===== config.mk =====
export PLATFORM = sky130hd
export DESIGN_NAME = pcrc_top
export DESIGN_NICKNAME = d
export VERILOG_FILES = /design/src/shared/pcrc_pkg.sv /design/src/core/pcrc_shifter.sv /design/src/core/pcrc_top.sv
export VERILOG_INCLUDE_DIRS = /design/src /design/src/shared
export SDC_FILE = /design/constraint.sdc
export NUM_CORES = 1
export LEC_CHECK = 0
export BUFFER_PORTS_ARGS = -buffer_cell sky130_fd_sc_hd__clkbuf_2
export CAP_MARGIN = 5
export CORE_MARGIN = 1
export CORE_UTILIZATION = 65
export CTS_BUF_LIST = sky130_fd_sc_hd__clkbuf_4 sky130_fd_sc_hd__clkbuf_8 sky130_fd_sc_hd__clkbuf_16
export CTS_CLUSTER_DIAMETER = 40
export DETAILED_ROUTE_END_ITERATION = 7
export GPL_TIMING_DRIVEN = 0
export MAX_ROUTING_LAYER = met4
export PLACE_DENSITY = 0.84
export SYNTH_ARGS = -nofsm -noshare
export SYNTH_HDL_FRONTEND = slang
export SYNTH_SLANG_ARGS = --single-unit

===== constraint.sdc =====
create_clock -name mclk_i -period 7 [get_ports mclk_i]
set_input_delay 0.35 -clock mclk_i [delete_from_list [all_inputs] [get_ports mclk_i]]
set_output_delay 0.35 -clock mclk_i [all_outputs]
set_load 0.02 [all_outputs]

===== src/shared/pcrc_consts.svh =====
/*
 * register offsets, field positions, reset values and sizes of the programmable crc engine.
 * assumes inclusion by bare name from the shared folder.
 */
`ifndef PCRC_CONSTS_SVH
`define PCRC_CONSTS_SVH

// ----------------------------------------------------------------
// register word offsets
// ----------------------------------------------------------------
`define PCRC_OFF_CTRL 4'h0
`define PCRC_OFF_TAPS 4'h1
`define PCRC_OFF_DATA 4'h2
`define PCRC_OFF_RESULT 4'h3
`define PCRC_OFF_IRQ_STAT 4'h4
`define PCRC_OFF_IRQ_MASK 4'h5

// ----------------------------------------------------------------
// control and status fields
// ----------------------------------------------------------------
`define PCRC_CTL_PLEN_LSB 0
`define PCRC_CTL_GO_BIT 4
`define PCRC_CTL_EMPTY_BIT 6
`define PCRC_CTL_FULL_BIT 7
`define PCRC_CTL_VW_LSB 8

// ----------------------------------------------------------------
// reset values, sizes, wide-length threshold and tap write mask
// ----------------------------------------------------------------
`define PCRC_TAPS_RST 16'h0000
`define PCRC_PLEN_RST 4'h0
`define PCRC_FIFO_DEPTH 16
`define PCRC_FIFO_DEPTH_WIDE 8
`define PCRC_PLEN_WIDE_MIN 4'h7
`define PCRC_TAP_WMASK 16'hfffe

`endif


===== src/shared/pcrc_pkg.sv =====
/*
 * types of the programmable crc engine.
 * assumes no include file; it uses no macro of pcrc_consts.svh.
 */
package pcrc_pkg;

	typedef enum logic [1:0]
	{
		PCRC_IDLE = 2'b00,
		PCRC_LOAD = 2'b01,
		PCRC_SHIFT = 2'b10
	} pcrc_state_t;

	typedef struct packed
	{
		logic [4:0] valid_word_count;
		logic fifo_full_flag;
		logic fifo_empty_flag;
	} pcrc_fifo_stat_t;

	typedef struct packed
	{
		logic full_rise;
		logic empty_rise;
		logic done;
	} pcrc_events_t;

endpackage : pcrc_pkg


===== src/core/pcrc_shifter.sv =====
/*
 * one step of the crc serial shifter with programmable taps.
 * assumes the caller registers the result and qualifies it with its own enable.
 */
`timescale 1ns/1ps
`default_nettype none
module pcrc_shifter
	import pcrc_pkg::*;
(
	input wire logic [15:0] crc_i,
	input wire logic [15:0] taps_i,
	input wire logic [3:0] plen_i,
	input wire logic data_bit_i,
	output logic [15:0] crc_o
);

	logic fb;
	logic [15:0] shifted;

	// feedback taken from the top term of the programmed length
	always_comb
	begin
		fb = crc_i[plen_i] ^ data_bit_i;
		shifted = {crc_i[14:0], 1'b0};
		crc_o = shifted ^ ({16{fb}} & taps_i);
		crc_o[0] = fb;
	end

endmodule : pcrc_shifter
`default_nettype wire


===== src/core/pcrc_top.sv =====
/*
 * programmable crc engine: avalon-mm slave, data fifo, serial shifter and interrupt.
 * assumes a single 125 mhz clock and an asynchronous active-low reset.
 */
`timescale 1ns/1ps
`default_nettype none
`include "pcrc_consts.svh"
module pcrc_top
	import pcrc_pkg::*;
(
	input wire logic mclk_i,
	input wire logic nrst_i,
	input wire logic [3:0] avs_address_i,
	input wire logic avs_read_i,
	input wire logic avs_write_i,
	input wire logic [31:0] avs_writedata_i,
	output logic [31:0] avs_readdata_o,
	output logic avs_waitrequest_o,
	output logic irq_o
);

	// ----------------------------------------------------------------
	// reset release
	// ----------------------------------------------------------------
	logic rst_meta_q;
	logic rst_sync_q;
	always_ff @(posedge mclk_i or negedge nrst_i)
	begin
		if (!nrst_i)
		begin
			rst_meta_q <= 1'b0;
			rst_sync_q <= 1'b0;
		end
		else
		begin
			rst_meta_q <= 1'b1;
			rst_sync_q <= rst_meta_q;
		end
	end
	wire rst_n = rst_sync_q;

	// ----------------------------------------------------------------
	// state
	// ----------------------------------------------------------------
	logic [15:0] taps_q, taps_d;
	logic [3:0] plen_q, plen_d;
	logic go_q, go_d;
	logic [15:0] crc_q, crc_d;
	logic [15:0] mem_q [0:`PCRC_FIFO_DEPTH-1];
	logic [3:0] wptr_q, wptr_d, rptr_q, rptr_d;
	logic [4:0] count_q, count_d;
	logic [15:0] sh_word_q, sh_word_d;
	logic [3:0] bit_q, bit_d;
	pcrc_state_t st_q, st_d;
	logic [2:0] stat_q, stat_d;
	logic [2:0] mask_q, mask_d;
	logic [31:0] rdata_q, rdata_d;
	logic ack_q, ack_d;
	pcrc_fifo_stat_t fs;
	pcrc_events_t ev;
	logic [15:0] crc_step;
	logic [4:0] cap;
	logic push, pop, wr_hit, rd_hit;
	logic [4:0] count_nxt;

	pcrc_shifter u_shift
	(
		.crc_i(crc_q),
		.taps_i(taps_q),
		.plen_i(plen_q),
		.data_bit_i(sh_word_q[15]),
		.crc_o(crc_step)
	);

	// ----------------------------------------------------------------
	// bus and fifo next state
	// ----------------------------------------------------------------
	always_comb
	begin
		// one wait cycle per access, answered on the second cycle
		wr_hit = avs_write_i && !ack_q;
		rd_hit = avs_read_i && !ack_q;
		ack_d = (avs_read_i || avs_write_i) && !ack_q;
		avs_waitrequest_o = !ack_q;
		cap = (plen_q > `PCRC_PLEN_WIDE_MIN) ? 5'(`PCRC_FIFO_DEPTH_WIDE)
			: 5'(`PCRC_FIFO_DEPTH);
		fs.valid_word_count = count_q;
		fs.fifo_full_flag = (count_q >= cap);
		fs.fifo_empty_flag = (count_q == 5'h00);
		push = wr_hit && (avs_address_i == `PCRC_OFF_DATA) && !fs.fifo_full_flag;
		pop = (st_q != PCRC_SHIFT) && go_q && !fs.fifo_empty_flag && (st_q == PCRC_IDLE);
		wptr_d = push ? wptr_q + 4'h1 : wptr_q;
		rptr_d = pop ? rptr_q + 4'h1 : rptr_q;
		count_nxt = count_q + {4'h0, push} - {4'h0, pop};
		count_d = count_nxt;
		taps_d = taps_q;
		plen_d = plen_q;
		go_d = go_q;
		mask_d = mask_q;
		crc_d = crc_q;
		if (wr_hit)
		begin
			unique case (avs_address_i)
				`PCRC_OFF_TAPS: taps_d = avs_writedata_i[15:0] & `PCRC_TAP_WMASK;
				`PCRC_OFF_CTRL:
				begin
					plen_d = avs_writedata_i[`PCRC_CTL_PLEN_LSB +: 4];
					go_d = avs_writedata_i[`PCRC_CTL_GO_BIT];
				end
				`PCRC_OFF_RESULT: crc_d = avs_writedata_i[15:0];
				`PCRC_OFF_IRQ_MASK: mask_d = avs_writedata_i[2:0];
				default: ;
			endcase
		end
		// shifter
		st_d = st_q;
		sh_word_d = sh_word_q;
		bit_d = bit_q;
		ev.done = 1'b0;
		unique case (st_q)
			PCRC_IDLE:
				if (pop)
				begin
					sh_word_d = mem_q[rptr_q];
					bit_d = 4'h0;
					st_d = PCRC_SHIFT;
				end
			PCRC_LOAD: st_d = PCRC_IDLE;
			PCRC_SHIFT:
			begin
				crc_d = crc_step;
				sh_word_d = {sh_word_q[14:0], 1'b0};
				bit_d = bit_q + 4'h1;
				if (bit_q == 4'hf)
				begin
					st_d = PCRC_IDLE;
					// stop once the fifo has been drained; a word pushed now keeps it running
					if (count_nxt == 5'h00)
					begin
						// a control write in this cycle keeps the start value it carries
						if (!(wr_hit && avs_address_i == `PCRC_OFF_CTRL))
							go_d = 1'b0;
						ev.done = 1'b1;
					end
				end
			end
			default: st_d = PCRC_IDLE;
		endcase
		ev.full_rise = (count_nxt >= cap) && !fs.fifo_full_flag;
		ev.empty_rise = (count_nxt == 5'h00) && !fs.fifo_empty_flag;
		// set wins over the clear on read
		stat_d = ((rd_hit && avs_address_i == `PCRC_OFF_IRQ_STAT) ? 3'h0 : stat_q)
			| {ev.full_rise, ev.empty_rise, ev.done};
		rdata_d = rdata_q;
		if (rd_hit)
		begin
			unique case (avs_address_i)
				`PCRC_OFF_CTRL: rdata_d = {16'h0000, 3'h0, fs.valid_word_count,
					fs.fifo_full_flag, fs.fifo_empty_flag, 1'b0, go_q, plen_q};
				`PCRC_OFF_TAPS: rdata_d = {16'h0000, taps_q[15:1], 1'b0};
				`PCRC_OFF_RESULT: rdata_d = {16'h0000, crc_q};
				`PCRC_OFF_IRQ_STAT: rdata_d = {29'h0, stat_q};
				`PCRC_OFF_IRQ_MASK: rdata_d = {29'h0, mask_q};
				default: rdata_d = 32'h0000_0000;
			endcase
		end
	end

	// ----------------------------------------------------------------
	// registers
	// ----------------------------------------------------------------
	always_ff @(posedge mclk_i or negedge rst_n)
	begin
		if (!rst_n)
		begin
			taps_q <= `PCRC_TAPS_RST;
			plen_q <= `PCRC_PLEN_RST;
			go_q <= 1'b0;
			crc_q <= 16'h0000;
			wptr_q <= 4'h0;
			rptr_q <= 4'h0;
			count_q <= 5'h00;
			sh_word_q <= 16'h0000;
			bit_q <= 4'h0;
			st_q <= PCRC_IDLE;
			stat_q <= 3'h0;
			mask_q <= 3'h0;
			rdata_q <= 32'h0000_0000;
			ack_q <= 1'b0;
		end
		else
		begin
			taps_q <= taps_d;
			plen_q <= plen_d;
			go_q <= go_d;
			crc_q <= crc_d;
			wptr_q <= wptr_d;
			rptr_q <= rptr_d;
			count_q <= count_d;
			sh_word_q <= sh_word_d;
			bit_q <= bit_d;
			st_q <= st_d;
			stat_q <= stat_d;
			mask_q <= mask_d;
			rdata_q <= rdata_d;
			ack_q <= ack_d;
		end
	end

	// fifo storage, no reset needed
	always_ff @(posedge mclk_i)
	begin
		if (push)
			mem_q[wptr_q] <= avs_writedata_i[15:0];
	end

	assign avs_readdata_o = rdata_q;
	assign irq_o = |(stat_q & mask_q);

endmodule : pcrc_top
`default_nettype wire


==> impl_metrics.py, run 1 <==
metrics = {
    "status": {
        "outcome": "complete, no violations",
    },
    "synth": {
        "postSynth.asyncResetShare_pct": 27.1,
        "synth_area_mm2": 0.0149,
        "synthesis.area_per_instance_um2": 16.7,
        "synth_top_cells_by_area": "edfxtp_1 52%, dfrtp_1 16%, mux4_2 13%, mux2_2 2.6%, mux2i_1 2.3%",
        "yosys_register_bits": 351,
        "synth_flop_cell": "edfxtp_1",
        "synthDistinctLibCells": 45,
        "synth.yosys.seq_area_share_pct": 67.6,
        "gate_count_of_the_mapped_netlist": 891,
        "synth_top_cell_by_area": "edfxtp_1",
        "synth-edff-count": 256,
        "post-synth-top-area-fraction_pct": 51.7,
        "synthesis.yosys.warnings": 0,
    },
    "drt": {
        "route.antenna.remaining_nets": 0,
        "drcViolationCount": 0,
        "routed_wire_length_per_instance_um": 28.4,
        "drt_pass1_iterations": 6,
        "vias_per_cell": 6.81,
        "detailroute.via_count": 8874,
        "wirelength_um": 37000,
        "drt_iter0_drc": 1037,
    },
    "clocking": {
        "h-tree-depth": 2,
        "cts_buffers": 41,
        "worstSkewPairLatency_ps": 540,
        "clockRootBuffer": "clkbuf_16",
        "cts_tree": "done",
        "cts_resized": 0,
        "max-clock-path-buffers": 3,
        "cts_sinks": 351,
        "clk_pin_slew_worst_paths_ps": 50,
    },
    "finish": {
        "final_common_cell": "edfxtp_1",
        "fraction_of_layout_cells_with_a_size_suffix_above_1_pct": 26.0,
        "layout.cells.most_common_list": "256 x edfxtp_1, 94 x dfrtp_1, 84 x mux4_2, 61 x nand2_1, 50 x o21ai_0",
        "final_core_util_pct": 76.8,
        "area_added_between_synthesis_and_finish_pct": 14.4,
        "area_taken_by_multi_input_logic_gates_mm2": 0.00441,
        "num-fill-cells": 1225,
        "register_area_mm2": 0.0101,
        "layout.nets": 1048,
        "antenna_cells": 0,
    },
    "sta": {
        "slew_at_the_pin_with_the_worst_max_slew_slack_ps": 1250,
        "max_slew_margin_pct": 16.8,
        "timing.fmax_mhz": 206,
        "clock-skew-final_ps": 12.3,
        "post-route-worst-setup-slack_ps": 2140,
        "setup_repair_after_global_routing_missed_its_margin": "no",
        "fin_crit_ps": 4860,
        "setup-violations-final": 0,
        "timing.final.hold_violations": 0,
        "max_slew_violations": 0,
        "fin_crit_sh_pct": 69.5,
        "timing.setup.tns_ps": 0,
    },
    "place": {
        "place.detailed.hpwl_um": 21800,
        "port_buffers": 39,
        "place.gp.congestion": 0.940,
        "detailedPlace.worstSlack_ps": 2250,
    },
    "die": {
        "core_mm2": 0.0222,
        "ios": 74,
        "floorplan.initialDensity_pct": 67.1,
        "die_w_um": 153,
        "die_area_mm2": 0.0235,
        "fp.dieH_um": 153,
        "placement_rows": 54,
    },
    "critical_path": {
        "setup.worst_path.class": "reg -> reg",
        "worst_path_largest_cell_delay_ps": 790,
        "worst_ep_arrival_time_ps": 5240,
        "cp_cell_sequence": "inv_1, ha_1, nor4b_1, nand2b_1, clkbuf_1, nor2_1, ha_1, inv_1, ha_1, inv_1, fa_1, inv_1, or3_1, a2111oi_0, o22ai_1",
        "required_time_worst_endpoint_ps": 7370,
        "worstPathBufferInverterCount": 5,
        "end_kind": "register",
        "crit_fanout": 5,
        "gate_family_responsible_for_the_most_delay_along_the_worst_path": "simple AND/OR/NAND/NOR gates",
        "critical-path-top-cell-by-count": "inv_1",
        "timing.critical_path.from_type": "register",
        "cpMaxStageDelayCell": "a2111oi_0",
    },
    "hold_path": {
        "min_path_type": "in -> reg",
    },
    "power": {
        "cellLeakagePower_uw": 0.00630,
        "power.density_mw_per_mm2": 394,
        "peakVddDrop_mv": 0.231,
    },
    "global_routing": {
        "grt_start_max_net_pins": 58,
        "antenna_violations_before_repair": 0,
        "first_global_vias": 9013,
        "grt_remaining_overflow": 0,
        "grt_usage_pct": 34.3,
        "grt_pass1_wl_um": 56000,
    },
    "run": {
        "max_cap_viol_count": 0,
    },
}
## sequential cells by signal, summed over array words and instances (netlist names)
name / count
mem_q: 256
plen_q: 4
avs_readdata_o: 16
ack_q: 1
st_q: 1
bit_q: 4
crc_q: 16
rst_meta_q: 1
count_q: 5
wptr_q: 4
sh_word_q: 16
rptr_q: 4
go_q: 1
stat_q: 3
mask_q: 3
rst_n: 1
taps_q: 15
## where the power goes
group	leakage [uW]	internal [uW]	total [uW]	switching, uW
Combinational	0.00208	816	1800	979
Clock	0.000724	1430	2280	847
Sequential	0.00350	2420	2640	215
Total	0.00630	4670	6710	2040
## metal layers
metal  part of all wire (%)  global-route usage (%)
met5                      0                       -
met4                    3.7                    13.5
met3                     11                    7.29
met2                     49                    53.2
met1                     37                    44.9
## path summary, 6_finish.rpt
| path | from | end | slack (ps) | depth (start not counted) |
|---|---|---|---|---|
| setup / recovery | count_q[3] | go_q | 2140 | 15 |
| hold / removal | avs_read_i | ack_q | 70 | 3 |
| setup reg to reg | count_q[3] | go_q | 2140 | 15 |
| hold reg to reg | rst_n | plen_q[0] | 320 | 0 |
| max in group asynchronous | rst_n | sh_word_q[14] | 5990 | 1 |
| min in group asynchronous | nrst_i | rst_n | 140 | 2 |
## cell type report
cell class / instances / share of cell area [%]
Inverter: 34 / 0.750
Multi-Input combinational cell: 454 / 25.9
Clock buffer: 56 / 7.04
Tap cell: 280 / 2.06
Sequential cell: 351 / 59.2
Timing Repair Buffer: 42 / 1.43
Clock inverter: 20 / 1.65
Buffer: 67 / 1.99
## per-stage QoR
| stage | hold slack, ps | instance area [um2] | std cells | total power (uW) |
|---|---|---|---|---|
| finish | 69.7 | 17000 | 1304 | 6710 |
| global route | 138 | 17000 | 1304 | 6950 |
| CTS | 65.5 | 17000 | 1304 | 6700 |
| detailed placement | 139 | 15500 | 1227 | 4390 |
| global placement | 137 | 15500 | 1225 | 4300 |
| floorplan | 54.4 | 14900 | 906 | 3890 |
## tightest hold or removal path: stages
cell	delay, ps
clkbuf_2	90
nor2_1	40
nor2_1	80
## kinds of logic (layout without fill, tap and decap cells)
family	after synthesis	count (layout)	share of synthesized area, %
fa+ha+maj	17	17	1.48
simple gates	150	150	4.92
buf+inv	101	219	3.14
flops	351	351	67.6
compound gates	106	106	4.45
other cells	2	17	0.0505
xor+xnor	11	11	0.648
mux	153	153	17.7
## cell usage after synthesis, types with 9 or more instances
master / n
buf_2: 10
buf_4: 16
inv_1: 34
clkbuf_1: 32
and3_1: 16
mux2_2: 34
or4_1: 10
o21ai_0: 50
o31ai_1: 10
dfrtp_1: 95
a22oi_1: 9
nand2_1: 61
mux4_2: 84
mux2i_1: 34
ha_1: 16
nor2_1: 23
edfxtp_1: 256
a31oi_1: 12
## what timing repair did
item | CTS | global route
hold buffers | 1 | 0
endpoints found under the hold margin | 2 | 0
setup buffers | 0 | 0
Power figures use the tool's default switching activity.
==> inputs of run 2 (changes only) <==
Settings changed: CORE_UTILIZATION 65 to 55, PLACE_DENSITY 0.84 to 0.76.
Clock period 7 ns to 4.3 ns, I/O delays scaled along.
==> impl_metrics.py, run 2 (synthesis results as in run 1) <==
metrics = {
    "die": {
        "floorplan.initialDensity_pct": 56.6,
        "core_mm2": 0.0263,
        "ios": 74,
        "placement_rows": 59,
        "fp.dieH_um": 166,
        "die_area_mm2": 0.0277,
        "die_w_um": 166,
    },
    "critical_path": {
        "worstRegToRegCells": 19,
        "end_kind": "register",
        "timing.critical_path.from_type": "register",
        "required_time_worst_endpoint_ps": 4710,
        "crit_fanout": 10,
        "setup.worst_path.class": "reg -> reg",
        "worst_ep_arrival_time_ps": 4460,
    },
    "sta": {
        "timing.fmax_mhz": 247,
        "hold_ws_ps": 85.3,
        "timing.final.hold_violations": 0,
        "fin_crit_sh_pct": 94.2,
        "clock-skew-final_ps": 12.2,
        "max_slew_violations": 0,
        "slew_at_the_pin_with_the_worst_max_slew_slack_ps": 1140,
        "setup-violations-final": 0,
        "setup_repair_after_global_routing_missed_its_margin": "no",
        "fin_crit_ps": 4050,
        "max_slew_margin_pct": 24.1,
    },
    "run": {
        "max_cap_viol_count": 0,
    },
    "finish": {
        "layout.cells.most_common_list": "256 x edfxtp_1, 92 x dfrtp_1, 84 x mux4_2, 61 x nand2_1, 50 x o21ai_0",
        "post_layout_nonfiller_instances": 1365,
        "fraction_of_layout_cells_with_a_size_suffix_above_1_pct": 27.0,
        "area_added_between_synthesis_and_finish_pct": 15.1,
        "register_with_the_highest_flop_count": "mem_q",
        "layout.nets": 1053,
        "largest_register_ff_count": 256,
        "final_common_cell": "edfxtp_1",
    },
    "global_routing": {
        "grt_remaining_overflow": 0,
        "grt_start_max_net_pins": 48,
        "antenna_violations_before_repair": 1,
        "grt_usage_pct": 26.5,
        "first_global_vias": 8604,
        "grt_pass1_wl_um": 52300,
    },
    "clocking": {
        "cts_buffers": 43,
        "clockRootBuffer": "clkbuf_16",
        "cts_sinks": 351,
        "h-tree-depth": 2,
        "max-clock-path-buffers": 3,
        "clk_pin_slew_worst_paths_ps": 50,
        "cts_tree": "done",
        "worstSkewPairLatency_ps": 530,
    },
    "drt": {
        "drt_pass1_iterations": 7,
        "drt_iter0_drc": 959,
        "wirelength_um": 34300,
        "vias_per_cell": 6.26,
        "detailroute.via_count": 8539,
        "routed_wire_length_per_instance_um": 25.2,
        "drcViolationCount": 5,
        "route.antenna.remaining_nets": 0,
    },
    "status": {
        "outcome": "complete, but fails checks",
        "failed_checks": "DRC",
    },
    "power": {
        "power.density_mw_per_mm2": 627,
        "peakVddDrop_mv": 0.408,
        "cellLeakagePower_uw": 0.00630,
        "finalPower_uw": 10700,
    },
    "place": {
        "port_buffers": 39,
        "placedCellCount": 1282,
        "place.gp.congestion": 0.938,
        "place.detailed.hpwl_um": 21100,
    },
    "hold_path": {
        "min_path_type": "in -> reg",
        "min_delay_path_depth": 3,
    },
}
==> run 2: path summary, 6_finish.rpt <==
kind | from | end | slack, ps
worst max-delay path | count_q[3] | stat_q[2] | 250
max in group asynchronous | rst_n | rptr_q[0] | 3270
min in group asynchronous | rst_n | ack_q | 360
worst min register to register | rst_n | ack_q | 360
worst max register to register | count_q[3] | stat_q[2] | 250
worst min-delay path | avs_address_i[3] | avs_readdata_o[2] | 90
==> run 2: what timing repair did <==
item | CTS | global route
cloned | 0 | 0
hold endpoints to repair | 3 | 0
setup buffers | 0 | 2
setup endpoints to repair | 3 | 4
gates resized for setup | 7 | 9
pin swaps | 0 | 1
hold buffers | 4 | 0
==> run 2: cell type report <==
class | count | area (um2)
diodes | 1 | 2.50
plain buffers | 65 | 335
clock buffers | 53 | 1160
clock inverters | 25 | 259
fillers | 1787 | 9150
inverters | 34 | 128
multi-input cells | 454 | 4470
flip-flops and latches | 351 | 10100
well taps | 335 | 419
repair buffers | 47 | 289
==> run 2: power by group <==
| group | internal, uW | switching [uW] |
|---|---|---|
| Combinational | 1350 | 1550 |
| Sequential | 3940 | 351 |
| Clock | 2130 | 1420 |
==> run 2: critical path, cell delays in order (launching register included) <==
cell      delay, ps
dfrtp_2         430
inv_1           110
ha_1            290
inv_1            60
o41ai_4         390
a211oi_2        160
buf_4           200
inv_1            60
ha_1            220
inv_1            60
ha_1            160
inv_1            60
fa_1            410
nand2b_1        160
a21oi_1         180
o21ai_0         150
and2_1          210
ha_1            300
a21o_1          150
a22o_1          170
==> run 2: layer usage <==
layer	wire length, um	track usage (%)	share of wire, %
met1	14300	36.5	42
met2	16600	41.5	48
met3	2720	4.18	7.9
met4	725	7.49	2.1
met5	0	-	0
==> run 2: through the flow <==
step	instance area, um2	setup WS [ps]	TNS (ps)	utilization, %
floorplan	14900	509	0	-
global placement	15500	-430	-7460	59.2
detailed placement	15600	-378	-761	59.4
CTS	17100	35.5	0	65.0
global route	17100	4.67	0	65.2
finish	17100	250	0	65.2
